--- src/pkg/call_stack_consts.vh ---
// constants for the call stack, table byte and operand access block
`ifndef CALL_STACK_CONSTS_VH
`define CALL_STACK_CONSTS_VH

// ==========================================
// system register offsets, bank 0
`define OFS_TABLE_HIGH      8'h82
`define OFS_STACK_PTR       8'hdf
`define OFS_STACK_BASE      8'hf0
`define STACK_AREA_TAG      4'hf

// ==========================================
// immediate target window
`define IMM_TARGET_LO       8'h80
`define IMM_TARGET_HI       8'h87

// ==========================================
// field positions
`define GIE_BIT             7
`define SP_MSB              2
`define ENTRY_HI_MSB        4

// ==========================================
// reset values
`define SP_RESET            3'h7
`define GIE_RESET           1'h0
`define ENTRY_RESET         13'h0000
`define TABLE_HIGH_RESET    8'h00
`define ACC_RESET           8'h00

// ==========================================
// operand addressing modes
`define MODE_IMMEDIATE      2'h0
`define MODE_DIRECT         2'h1
`define MODE_INDIRECT       2'h2

`endif

--- src/rtl/stack_mem.v ---
// eight-entry by 13-bit return address store with byte writes and registered read
`timescale 1ns/1ps
`include "call_stack_consts.vh"

module stack_mem (
   input  wire        clk,
   input  wire        rst,
   input  wire [2:0]  wr_addr,
   input  wire        wr_hi,
   input  wire        wr_lo,
   input  wire [12:0] wr_data,
   input  wire        rd_en,
   input  wire [2:0]  rd_addr,
   output reg  [12:0] rd_data
);

   reg [12:0] entry [0:7];
   integer    i;

   // ==========================================
   // storage, both halves clear at reset
   always @(posedge clk) begin
      if (rst) begin
         for (i = 0; i < 8; i = i + 1) begin
            entry[i] <= `ENTRY_RESET;
         end
      end else begin
         if (wr_hi) begin
            entry[wr_addr][12:8] <= wr_data[12:8];
         end
         if (wr_lo) begin
            entry[wr_addr][7:0] <= wr_data[7:0];
         end
      end
   end

   // ==========================================
   // registered read port
   always @(posedge clk) begin
      if (rst) begin
         rd_data <= `ENTRY_RESET;
      end else if (rd_en) begin
         rd_data <= entry[rd_addr];
      end
   end

endmodule // stack_mem

--- src/rtl/operand_addr.v ---
// operand address formation for immediate, direct and indirect modes
`timescale 1ns/1ps
`include "call_stack_consts.vh"

module operand_addr (
   input  wire [1:0] mode,
   input  wire [7:0] addr_field,
   input  wire [7:0] ptr_bank,
   input  wire [7:0] ptr_index,
   output reg  [7:0] bank,
   output reg  [7:0] index,
   output reg        imm_target_ok
);

   // ==========================================
   // bank and location per mode
   always @* begin
      bank          = 8'h00;
      index         = addr_field;
      imm_target_ok = (addr_field >= `IMM_TARGET_LO) && (addr_field <= `IMM_TARGET_HI);
      case (mode)
         `MODE_INDIRECT: begin
            bank  = ptr_bank;
            index = ptr_index;
         end
         default: begin
            bank  = 8'h00;
            index = addr_field;
         end
      endcase
   end

endmodule // operand_addr

--- src/rtl/call_stack_core.v ---
// return address stack, interrupt enable, table high byte and operand moves
`timescale 1ns/1ps
`include "call_stack_consts.vh"

module call_stack_core (
   input  wire        clk,
   input  wire        rst,
   input  wire        push_req,
   input  wire [12:0] push_pc,
   input  wire        pop_sub_req,
   input  wire        pop_irq_req,
   output wire [12:0] ret_pc,
   output reg         ret_valid,
   output reg         ret_from_irq,
   input  wire [7:0]  reg_addr,
   input  wire        reg_wr,
   input  wire        reg_rd,
   input  wire [7:0]  reg_wdata,
   output reg  [7:0]  reg_rdata,
   output reg         reg_rvalid,
   input  wire        table_read,
   input  wire [15:0] table_word,
   input  wire        op_go,
   input  wire [1:0]  op_mode,
   input  wire        op_to_acc,
   input  wire [7:0]  op_addr,
   input  wire [7:0]  op_imm,
   input  wire [7:0]  ptr_bank,
   input  wire [7:0]  ptr_index,
   output reg         op_busy,
   output reg  [7:0]  ram_bank,
   output reg  [7:0]  ram_index,
   output reg         ram_re,
   output reg         ram_we,
   output reg  [7:0]  ram_wdata,
   input  wire [7:0]  ram_rdata,
   output reg  [7:0]  working_sum_register,
   output reg  [7:0]  table_high,
   output reg  [2:0]  stack_pointer_bits,
   output reg         global_irq_enable
);

   // operand sequencer states, one-hot
   localparam [2:0] ST_IDLE = 3'b001;
   localparam [2:0] ST_ADDR = 3'b010;
   localparam [2:0] ST_DATA = 3'b100;

   reg  [2:0]  state;
   reg  [2:0]  next_state;
   reg  [7:0]  rd_addr_q;
   reg         rd_pend;
   reg  [2:0]  mem_wr_addr;
   reg         mem_wr_hi;
   reg         mem_wr_lo;
   reg  [12:0] mem_wr_data;
   reg         mem_rd_en;
   reg  [2:0]  mem_rd_addr;
   wire [12:0] mem_rd_data;
   wire [7:0]  opd_bank;
   wire [7:0]  opd_index;
   wire        imm_ok;
   wire        pop_req;
   wire        reg_wr_stack;
   wire        reg_rd_stack;

   // ==========================================
   // helpers
   // entry slot written by a push at a given pointer
   function [2:0] push_slot;
      input [2:0] sp;
      begin
         push_slot = ~sp;
      end
   endfunction

   // entry slot addressed by a bank 0 system address
   function [2:0] addr_slot;
      input [7:0] a;
      begin
         addr_slot = ~a[3:1];
      end
   endfunction

   // true when an address lies in the stack entry area
   function in_stack_area;
      input [7:0] a;
      begin
         in_stack_area = (a[7:4] == `STACK_AREA_TAG);
      end
   endfunction

   assign pop_req      = pop_sub_req | pop_irq_req;
   assign reg_wr_stack = reg_wr & in_stack_area(reg_addr);
   assign reg_rd_stack = reg_rd & in_stack_area(reg_addr);
   assign ret_pc       = mem_rd_data;

   // ==========================================
   // entry storage
   stack_mem u_stack_mem (
      .clk     (clk),
      .rst     (rst),
      .wr_addr (mem_wr_addr),
      .wr_hi   (mem_wr_hi),
      .wr_lo   (mem_wr_lo),
      .wr_data (mem_wr_data),
      .rd_en   (mem_rd_en),
      .rd_addr (mem_rd_addr),
      .rd_data (mem_rd_data)
   );

   // ==========================================
   // operand address formation
   operand_addr u_operand_addr (
      .mode          (op_mode),
      .addr_field    (op_addr),
      .ptr_bank      (ptr_bank),
      .ptr_index     (ptr_index),
      .bank          (opd_bank),
      .index         (opd_index),
      .imm_target_ok (imm_ok)
   );

   // ==========================================
   // stack memory write and read selection
   // push beats a software byte write in the same cycle
   always @* begin
      mem_wr_addr = push_slot(stack_pointer_bits);
      mem_wr_hi   = 1'b0;
      mem_wr_lo   = 1'b0;
      mem_wr_data = push_pc;
      if (push_req) begin
         mem_wr_hi = 1'b1;
         mem_wr_lo = 1'b1;
      end else if (reg_wr_stack) begin
         mem_wr_addr = addr_slot(reg_addr);
         mem_wr_hi   = reg_addr[0];
         mem_wr_lo   = ~reg_addr[0];
         mem_wr_data = {reg_wdata[`ENTRY_HI_MSB:0], reg_wdata};
      end
   end

   // pop reads the slot the pointer will point past, else software reads
   always @* begin
      mem_rd_en   = 1'b0;
      mem_rd_addr = addr_slot(reg_addr);
      if (pop_req && !push_req) begin
         mem_rd_en   = 1'b1;
         mem_rd_addr = push_slot(stack_pointer_bits + 3'h1);
      end else if (reg_rd_stack) begin
         mem_rd_en = 1'b1;
      end
   end

   // ==========================================
   // stack pointer and interrupt enable
   always @(posedge clk) begin
      if (rst) begin
         stack_pointer_bits <= `SP_RESET;
         global_irq_enable  <= `GIE_RESET;
      end else begin
         if (push_req) begin
            stack_pointer_bits <= stack_pointer_bits - 3'h1;
         end else if (pop_req) begin
            stack_pointer_bits <= stack_pointer_bits + 3'h1;
         end else if (reg_wr && reg_addr == `OFS_STACK_PTR) begin
            stack_pointer_bits <= reg_wdata[`SP_MSB:0];
         end
         if (reg_wr && reg_addr == `OFS_STACK_PTR) begin
            global_irq_enable <= reg_wdata[`GIE_BIT];
         end
      end
   end

   // ==========================================
   // return strobe, data from memory read port
   always @(posedge clk) begin
      if (rst) begin
         ret_valid    <= 1'b0;
         ret_from_irq <= 1'b0;
      end else begin
         ret_valid    <= pop_req & ~push_req;
         ret_from_irq <= pop_irq_req & ~push_req;
      end
   end

   // ==========================================
   // register read pipeline, two cycles for every offset
   always @(posedge clk) begin
      if (rst) begin
         rd_addr_q  <= 8'h00;
         rd_pend    <= 1'b0;
         reg_rdata  <= 8'h00;
         reg_rvalid <= 1'b0;
      end else begin
         rd_addr_q  <= reg_addr;
         rd_pend    <= reg_rd & ~(pop_req & ~push_req);
         reg_rvalid <= rd_pend;
         if (rd_pend) begin
            if (in_stack_area(rd_addr_q)) begin
               if (rd_addr_q[0]) begin
                  reg_rdata <= {3'h0, mem_rd_data[12:8]};
               end else begin
                  reg_rdata <= mem_rd_data[7:0];
               end
            end else if (rd_addr_q == `OFS_STACK_PTR) begin
               reg_rdata <= {global_irq_enable, 4'h0, stack_pointer_bits};
            end else if (rd_addr_q == `OFS_TABLE_HIGH) begin
               reg_rdata <= table_high;
            end else begin
               reg_rdata <= 8'h00; // unmapped reads as zero
            end
         end
      end
   end

   // ==========================================
   // operand sequencer next state
   always @* begin
      next_state = state;
      case (state)
         ST_IDLE: begin
            // a table read in the same cycle drops the operation, so no load starts
            if (op_go && !table_read && op_mode != `MODE_IMMEDIATE && op_to_acc) begin
               next_state = ST_ADDR;
            end
         end
         ST_ADDR: begin
            next_state = ST_DATA;
         end
         ST_DATA: begin
            next_state = ST_IDLE;
         end
         default: begin
            next_state = ST_IDLE;
         end
      endcase
   end

   // ==========================================
   // sum register, table byte, ram port
   always @(posedge clk) begin
      if (rst) begin
         state                <= ST_IDLE;
         op_busy              <= 1'b0;
         ram_bank             <= 8'h00;
         ram_index            <= 8'h00;
         ram_re               <= 1'b0;
         ram_we               <= 1'b0;
         ram_wdata            <= 8'h00;
         working_sum_register <= `ACC_RESET;
         table_high           <= `TABLE_HIGH_RESET;
      end else begin
         state   <= next_state;
         op_busy <= (next_state != ST_IDLE);
         ram_re  <= 1'b0;
         ram_we  <= 1'b0;
         if (table_read) begin
            table_high           <= table_word[15:8];
            working_sum_register <= table_word[7:0];
         end else if (state == ST_DATA) begin
            working_sum_register <= ram_rdata;
            // software write to the scratch byte still lands while a load finishes
            if (reg_wr && reg_addr == `OFS_TABLE_HIGH) begin
               table_high <= reg_wdata;
            end
         end else if (state == ST_IDLE && op_go) begin
            ram_bank  <= opd_bank;
            ram_index <= opd_index;
            if (op_mode == `MODE_IMMEDIATE) begin
               if (op_to_acc) begin
                  working_sum_register <= op_imm;
               end else if (imm_ok && op_addr == `OFS_TABLE_HIGH) begin
                  table_high <= op_imm;
               end else if (imm_ok) begin
                  ram_we    <= 1'b1;
                  ram_wdata <= op_imm;
               end
            end else if (op_to_acc) begin
               ram_re <= 1'b1;
            end else begin
               ram_we    <= 1'b1;
               ram_wdata <= working_sum_register;
            end
         end else if (reg_wr && reg_addr == `OFS_TABLE_HIGH) begin
            table_high <= reg_wdata;
         end
      end
   end

endmodule // call_stack_core

--- config.mk ---
export PLATFORM = sky130hd
export DESIGN_NAME = call_stack_core
export DESIGN_NICKNAME = d
export VERILOG_FILES = /design/src/rtl/stack_mem.v /design/src/rtl/operand_addr.v /design/src/rtl/call_stack_core.v
export VERILOG_INCLUDE_DIRS = /design/src /design/src/pkg
export SDC_FILE = /design/constraint.sdc
export NUM_CORES = 1
export LEC_CHECK = 0
export BUFFER_PORTS_ARGS = -buffer_cell sky130_fd_sc_hd__buf_2
export CAP_MARGIN = 20
export CORE_UTILIZATION = 55
export CTS_BUF_LIST = sky130_fd_sc_hd__clkbuf_8
export CTS_CLUSTER_DIAMETER = 40
export DETAILED_ROUTE_END_ITERATION = 10
export PLACE_DENSITY_LB_ADDON = 0.2
export SLEW_MARGIN = 20
export SYNTH_ARGS = -nofsm -noshare
export SYNTH_HDL_FRONTEND = slang
export SYNTH_HIERARCHICAL = 1
export SYNTH_SLANG_ARGS = --single-unit
--- constraint.sdc ---
create_clock -name clk -period 2.4 [get_ports clk]
set_input_delay 0 -clock clk [delete_from_list [all_inputs] [get_ports clk]]
set_output_delay 0 -clock clk [all_outputs]
set_load 0.05 [all_outputs]
==> impl.org <==
** Setup path
- Measured in cells, the most critical reg-to-reg path has a length of 7.
- Kind of critical path :: input port to flip-flop
- STA classifies the critical path endpoint as a flip-flop.
- Critical register-to-register path startpoint :: state[1]
- In this run the critical register-to-register path is captured at table_high[7].
- CP Data Required Time :: about 2.6 ns
- Setup crit start :: reg_addr[6]
- At the worst endpoint, the arrival time is 2.47 ns.
- Of all nets on the critical path, the largest fanout is 7.
- Critical path startpoint category :: input port
- Worst setup slack for register-to-register paths :: about 0.18 ns

** Pwr
- The design draws around 7300 uW.
- Power density of the placed cells :: around 640 nW/um2
- Static leakage :: ~0.0046 uW
- Across the VDD grid, the largest voltage drop is 0.3608 mV.

** Clock network
- Clock tree synthesis inserted a total of 17 buffers.
- H-tree level count :: 4
- Clock transition at the registers of the reported paths :: 0.09 ns
- TritonCTS clock tree :: done
- The clock passes through at most 2 buffers.
- CTS placed an instance of sky130_fd_sc_hd__clkbuf_8 at the clock tree root.
- Clock sink total :: roughly 190
- Clock latency on the worst-skew pair, taken at its later pin, is 0.47 ns.

** Layout
- The post-route netlist has a little under a third of its cells at a drive strength greater than 1.
- Area used by multi-input combinational logic :: 4081 um2
- Once layout is done, the placed cells without fillers occupy 11400 um2.
- Register area :: 4787 um2
- The library cells used most frequently in the layout, excluding fill and tap cells, are sky130_fd_sc_hd__buf_2 (167), sky130_fd_sc_hd__and2_1 (106), sky130_fd_sc_hd__edfxtp_1 (104).
- Compared with the post-synthesis result, the final layout area differs by 24.94%.
- The layout has 1166 filler cells.
- Final core utilization :: 71.00%
- The library cell used most frequently in the layout, excluding fill and tap cells, is sky130_fd_sc_hd__buf_2.
- Fin nets :: ~1200

** Hold path
- The worst hold path terminates at stack_pointer_bits[0].
- Count of cells along the worst hold path :: 3
- Worst min-delay path startpoint :: reg_wdata[0]
- The min-delay analysis places its worst path in the category input port to flip-flop.

** Flow run
- Max-cap violations :: 0

** Yosys
- The synthesized netlist devotes 0.09598% of its cell area to XOR and XNOR gates.
- Simple logic cell fraction of the synthesized area :: 19.46%
- Synth Area per Inst :: 11.22 um2
- Register bit count reported by yosys :: 187
- Yosys printed 6 warnings.
- Fraction of synthesized area in multiplexers :: about 11%
- Adder-cell area share of the yosys netlist :: 0.2742%
- Counting flops with a built-in enable in the synthesized netlist gives about 100.
- Synthesized netlist cell count :: between 800 and 900
- Synthesis produced a netlist with a net count of 912.
- The synthesized netlist devotes 12.66% of its cell area to compound gates.
- Count of cell types in the netlist :: 68
- The most used flip-flop cell after synthesis is sky130_fd_sc_hd__edfxtp_1.
- By area, the combinational part of the netlist is dominated by simple AND/OR/NAND/NOR gates.
- Share of synthesized registers carrying an async set or reset :: 0%
- Post-Syn Area :: 9125 um2
- Fraction of the yosys area taken by sequential cells :: 52.43%

** Timing
- At the pin with the least slew margin, the transition time is 0.6774 ns.
- The number of pins with negative max-slew slack in the final report came to 0.
- Setup clock skew after layout :: roughly 0.014 ns
- Setup violations remaining at the end of the flow were counted as 0.
- Setup repair after global routing missed its margin :: yes
- After layout, the minimum clock period comes to 2.283 ns.
- Measured against its own limit, the worst slew margin works out to 54.50%.
- F_max :: 438.0 MHz
- Number of failing hold endpoints at the final stage :: 0
- In the finished design, the share of the clock period the worst path needs comes to between 90% and 100%.

** Drt
- Top routing layer in use :: met4
- Dividing the detail-routed via count by the number of cells gives 5.838.
- In this run, the number of DRC markers left after iteration 0 of detailed routing was 619.
- Met2 wire length :: roughly 13 mm
- Sum of routed wire length over all layers :: 26.66 mm
- The routed layout has 7502 vias.
- For this run, design rule violations remaining after detail routing come to 0.
- Antenna-violating nets left :: 0
- Avg WL per Cell :: just over 20 um
- Initial DRT Pass Iterations :: 5
- The routed design uses a little under 2 mm of met3 wire.
- For this block, wires on met1 add up to ~11 mm.

** Global route
- Grt ovf :: 0
- Via count of the first global-routing pass :: 6970
- Initial antenna violation count :: 0
- Across every metal layer, demand over resource in global routing totals 31.32%.
- Entering global routing, the biggest net connects 50 pins.
- The first global-routing pass estimated about 39 mm of wire.

** Placement
- Summed over all nets, the half-perimeter wirelength after detailed placement is 18.28 mm.
- After detailed placement, the total cell area comes to around 10000 um2.
- Port buffering added 167 buffers.
- Routability cong. :: 0.9745

** Die
- Floorplan core area :: 16060 um2
- Effective utilization at floorplan :: between 50% and 60%
- Full die area :: between 15000 and 20000 um2
- Die outline width :: 130.8 um
- Floorplan die height :: 130.8 um
- 168 I/O pins were placed.
- Site Rows :: 46

** Run status
- The flow ran to the end, and the final reports show no timing, DRC or antenna violations.
-- state kept, by name, indices dropped and copies added, names as in the netlist --
| signal | count |
|---|---|
| ram_bank | 8 |
| reg_rdata | 8 |
| global_irq_enable | 1 |
| rd_pend | 1 |
| ram_re | 1 |
| u_stack_mem/rd_data | 13 |
| rd_addr_q | 8 |
| op_busy | 1 |
| ram_wdata | 8 |
| ret_from_irq | 1 |
| u_stack_mem/entry | 104 |
| reg_rvalid | 1 |
| ram_we | 1 |
| stack_pointer_bits | 3 |
| state | 3 |
| table_high | 8 |
| ram_index | 8 |
| working_sum_register | 8 |
| ret_valid | 1 |
-- cell usage after synthesis (11+ instances only) --
cell,number,area share (%)
sky130_fd_sc_hd__a211oi_1,11,0.90
sky130_fd_sc_hd__a21oi_1,29,1.6
sky130_fd_sc_hd__and2_1,106,7.3
sky130_fd_sc_hd__clkbuf_1,26,1.1
sky130_fd_sc_hd__dfxtp_1,83,18
sky130_fd_sc_hd__edfxtp_1,104,34
sky130_fd_sc_hd__mux2_2,45,5.6
sky130_fd_sc_hd__mux2i_1,51,5.6
sky130_fd_sc_hd__nand2_1,59,2.4
sky130_fd_sc_hd__nor2_1,57,2.3
sky130_fd_sc_hd__nor3_1,11,0.60
sky130_fd_sc_hd__o21ai_0,14,0.77
sky130_fd_sc_hd__o31ai_1,16,1.3
sky130_fd_sc_hd__or2_2,17,1.2
-- how the worst max path moves through the flow --
stage,end,depth (start not counted),slack (ns)
after floorplan,u_stack_mem/rd_data[2],9,0.05
after global placement,u_stack_mem/rd_data[10],8,0.01
after detailed placement,u_stack_mem/rd_data[10],8,-0.06
after CTS,u_stack_mem/rd_data[0],8,0.01
after global routing,u_stack_mem/entry[1][2],10,-0.03
final,u_stack_mem/entry[7][8],12,0.12
-- power breakdown --
group	internal, uW	switching [uW]	leakage, uW
logic	561	907	0.00268
registers	3560	116	0.00176
clock network	1030	1130	0.000193
-- area by class of cell --
class / count / area share [%]
timing repair buffer: 271 / 16.00
inverter: 7 / 0.2305
sequential: 187 / 41.99
multi-input combinational: 571 / 35.80
clock buffer: 17 / 2.052
tap: 216 / 2.371
antenna: 1 / 0.02195
clock inverter: 15 / 1.536
-- logic make-up after synthesis --
group	count (synthesis)
AOI/OAI and AO/OA	155
DFF	187
adders and majority gates	2
muxes	98
xor gates and xnor gates	1
and+or+nand+nor	315
buffers and inverters	55
-- what timing repair did --
item,CTS,global route
setup buffers,0,1
gates resized for setup,1,18
hold buffers,73,0
endpoints found under the setup margin,4,90
gates cloned,0,0
endpoints found under the hold margin,54,0
pin swaps,0,2
-- metal layers --
| metal | vias to the layer above | GRT usage (%) |
|---|---|---|
| met4 | 0 | 16.77 |
| met2 | 356 | 51.91 |
| met3 | 84 | 6.922 |
| li1 | 3487 | - |
| met5 | - | 0 |
| met1 | 3575 | 38.20 |
-- critical path, stage by stage --
cell                            delay [ns]
sky130_fd_sc_hd__dlygate4sd3_1        0.52
sky130_fd_sc_hd__buf_2                0.13
sky130_fd_sc_hd__and2_1               0.15
sky130_fd_sc_hd__nand4_1              0.22
sky130_fd_sc_hd__nor2_4               0.23
sky130_fd_sc_hd__buf_4                0.14
sky130_fd_sc_hd__mux2i_1              0.17
sky130_fd_sc_hd__buf_4                0.18
sky130_fd_sc_hd__nand2_1              0.09
sky130_fd_sc_hd__buf_4                0.15
sky130_fd_sc_hd__nor2_1               0.24
sky130_fd_sc_hd__or2_2                0.24
-- through the flow --
stage / setup TNS (ns) / worst slack [ns] / hold slack (ns) / std cells
after floorplan: 0 / 0.04537 / 0.09547 / 813
after global routing: -0.3800 / -0.02707 / 0.04479 / 1284
after CTS: 0 / 0.01481 / 0.003369 / 1283
after global placement: 0 / 0.01217 / 0.2845 / 1178
after detailed placement: -0.1867 / -0.06406 / 0.2814 / 1178
final: 0 / 0.1169 / 0.03132 / 1285
(Power assumes the default switching activity.)
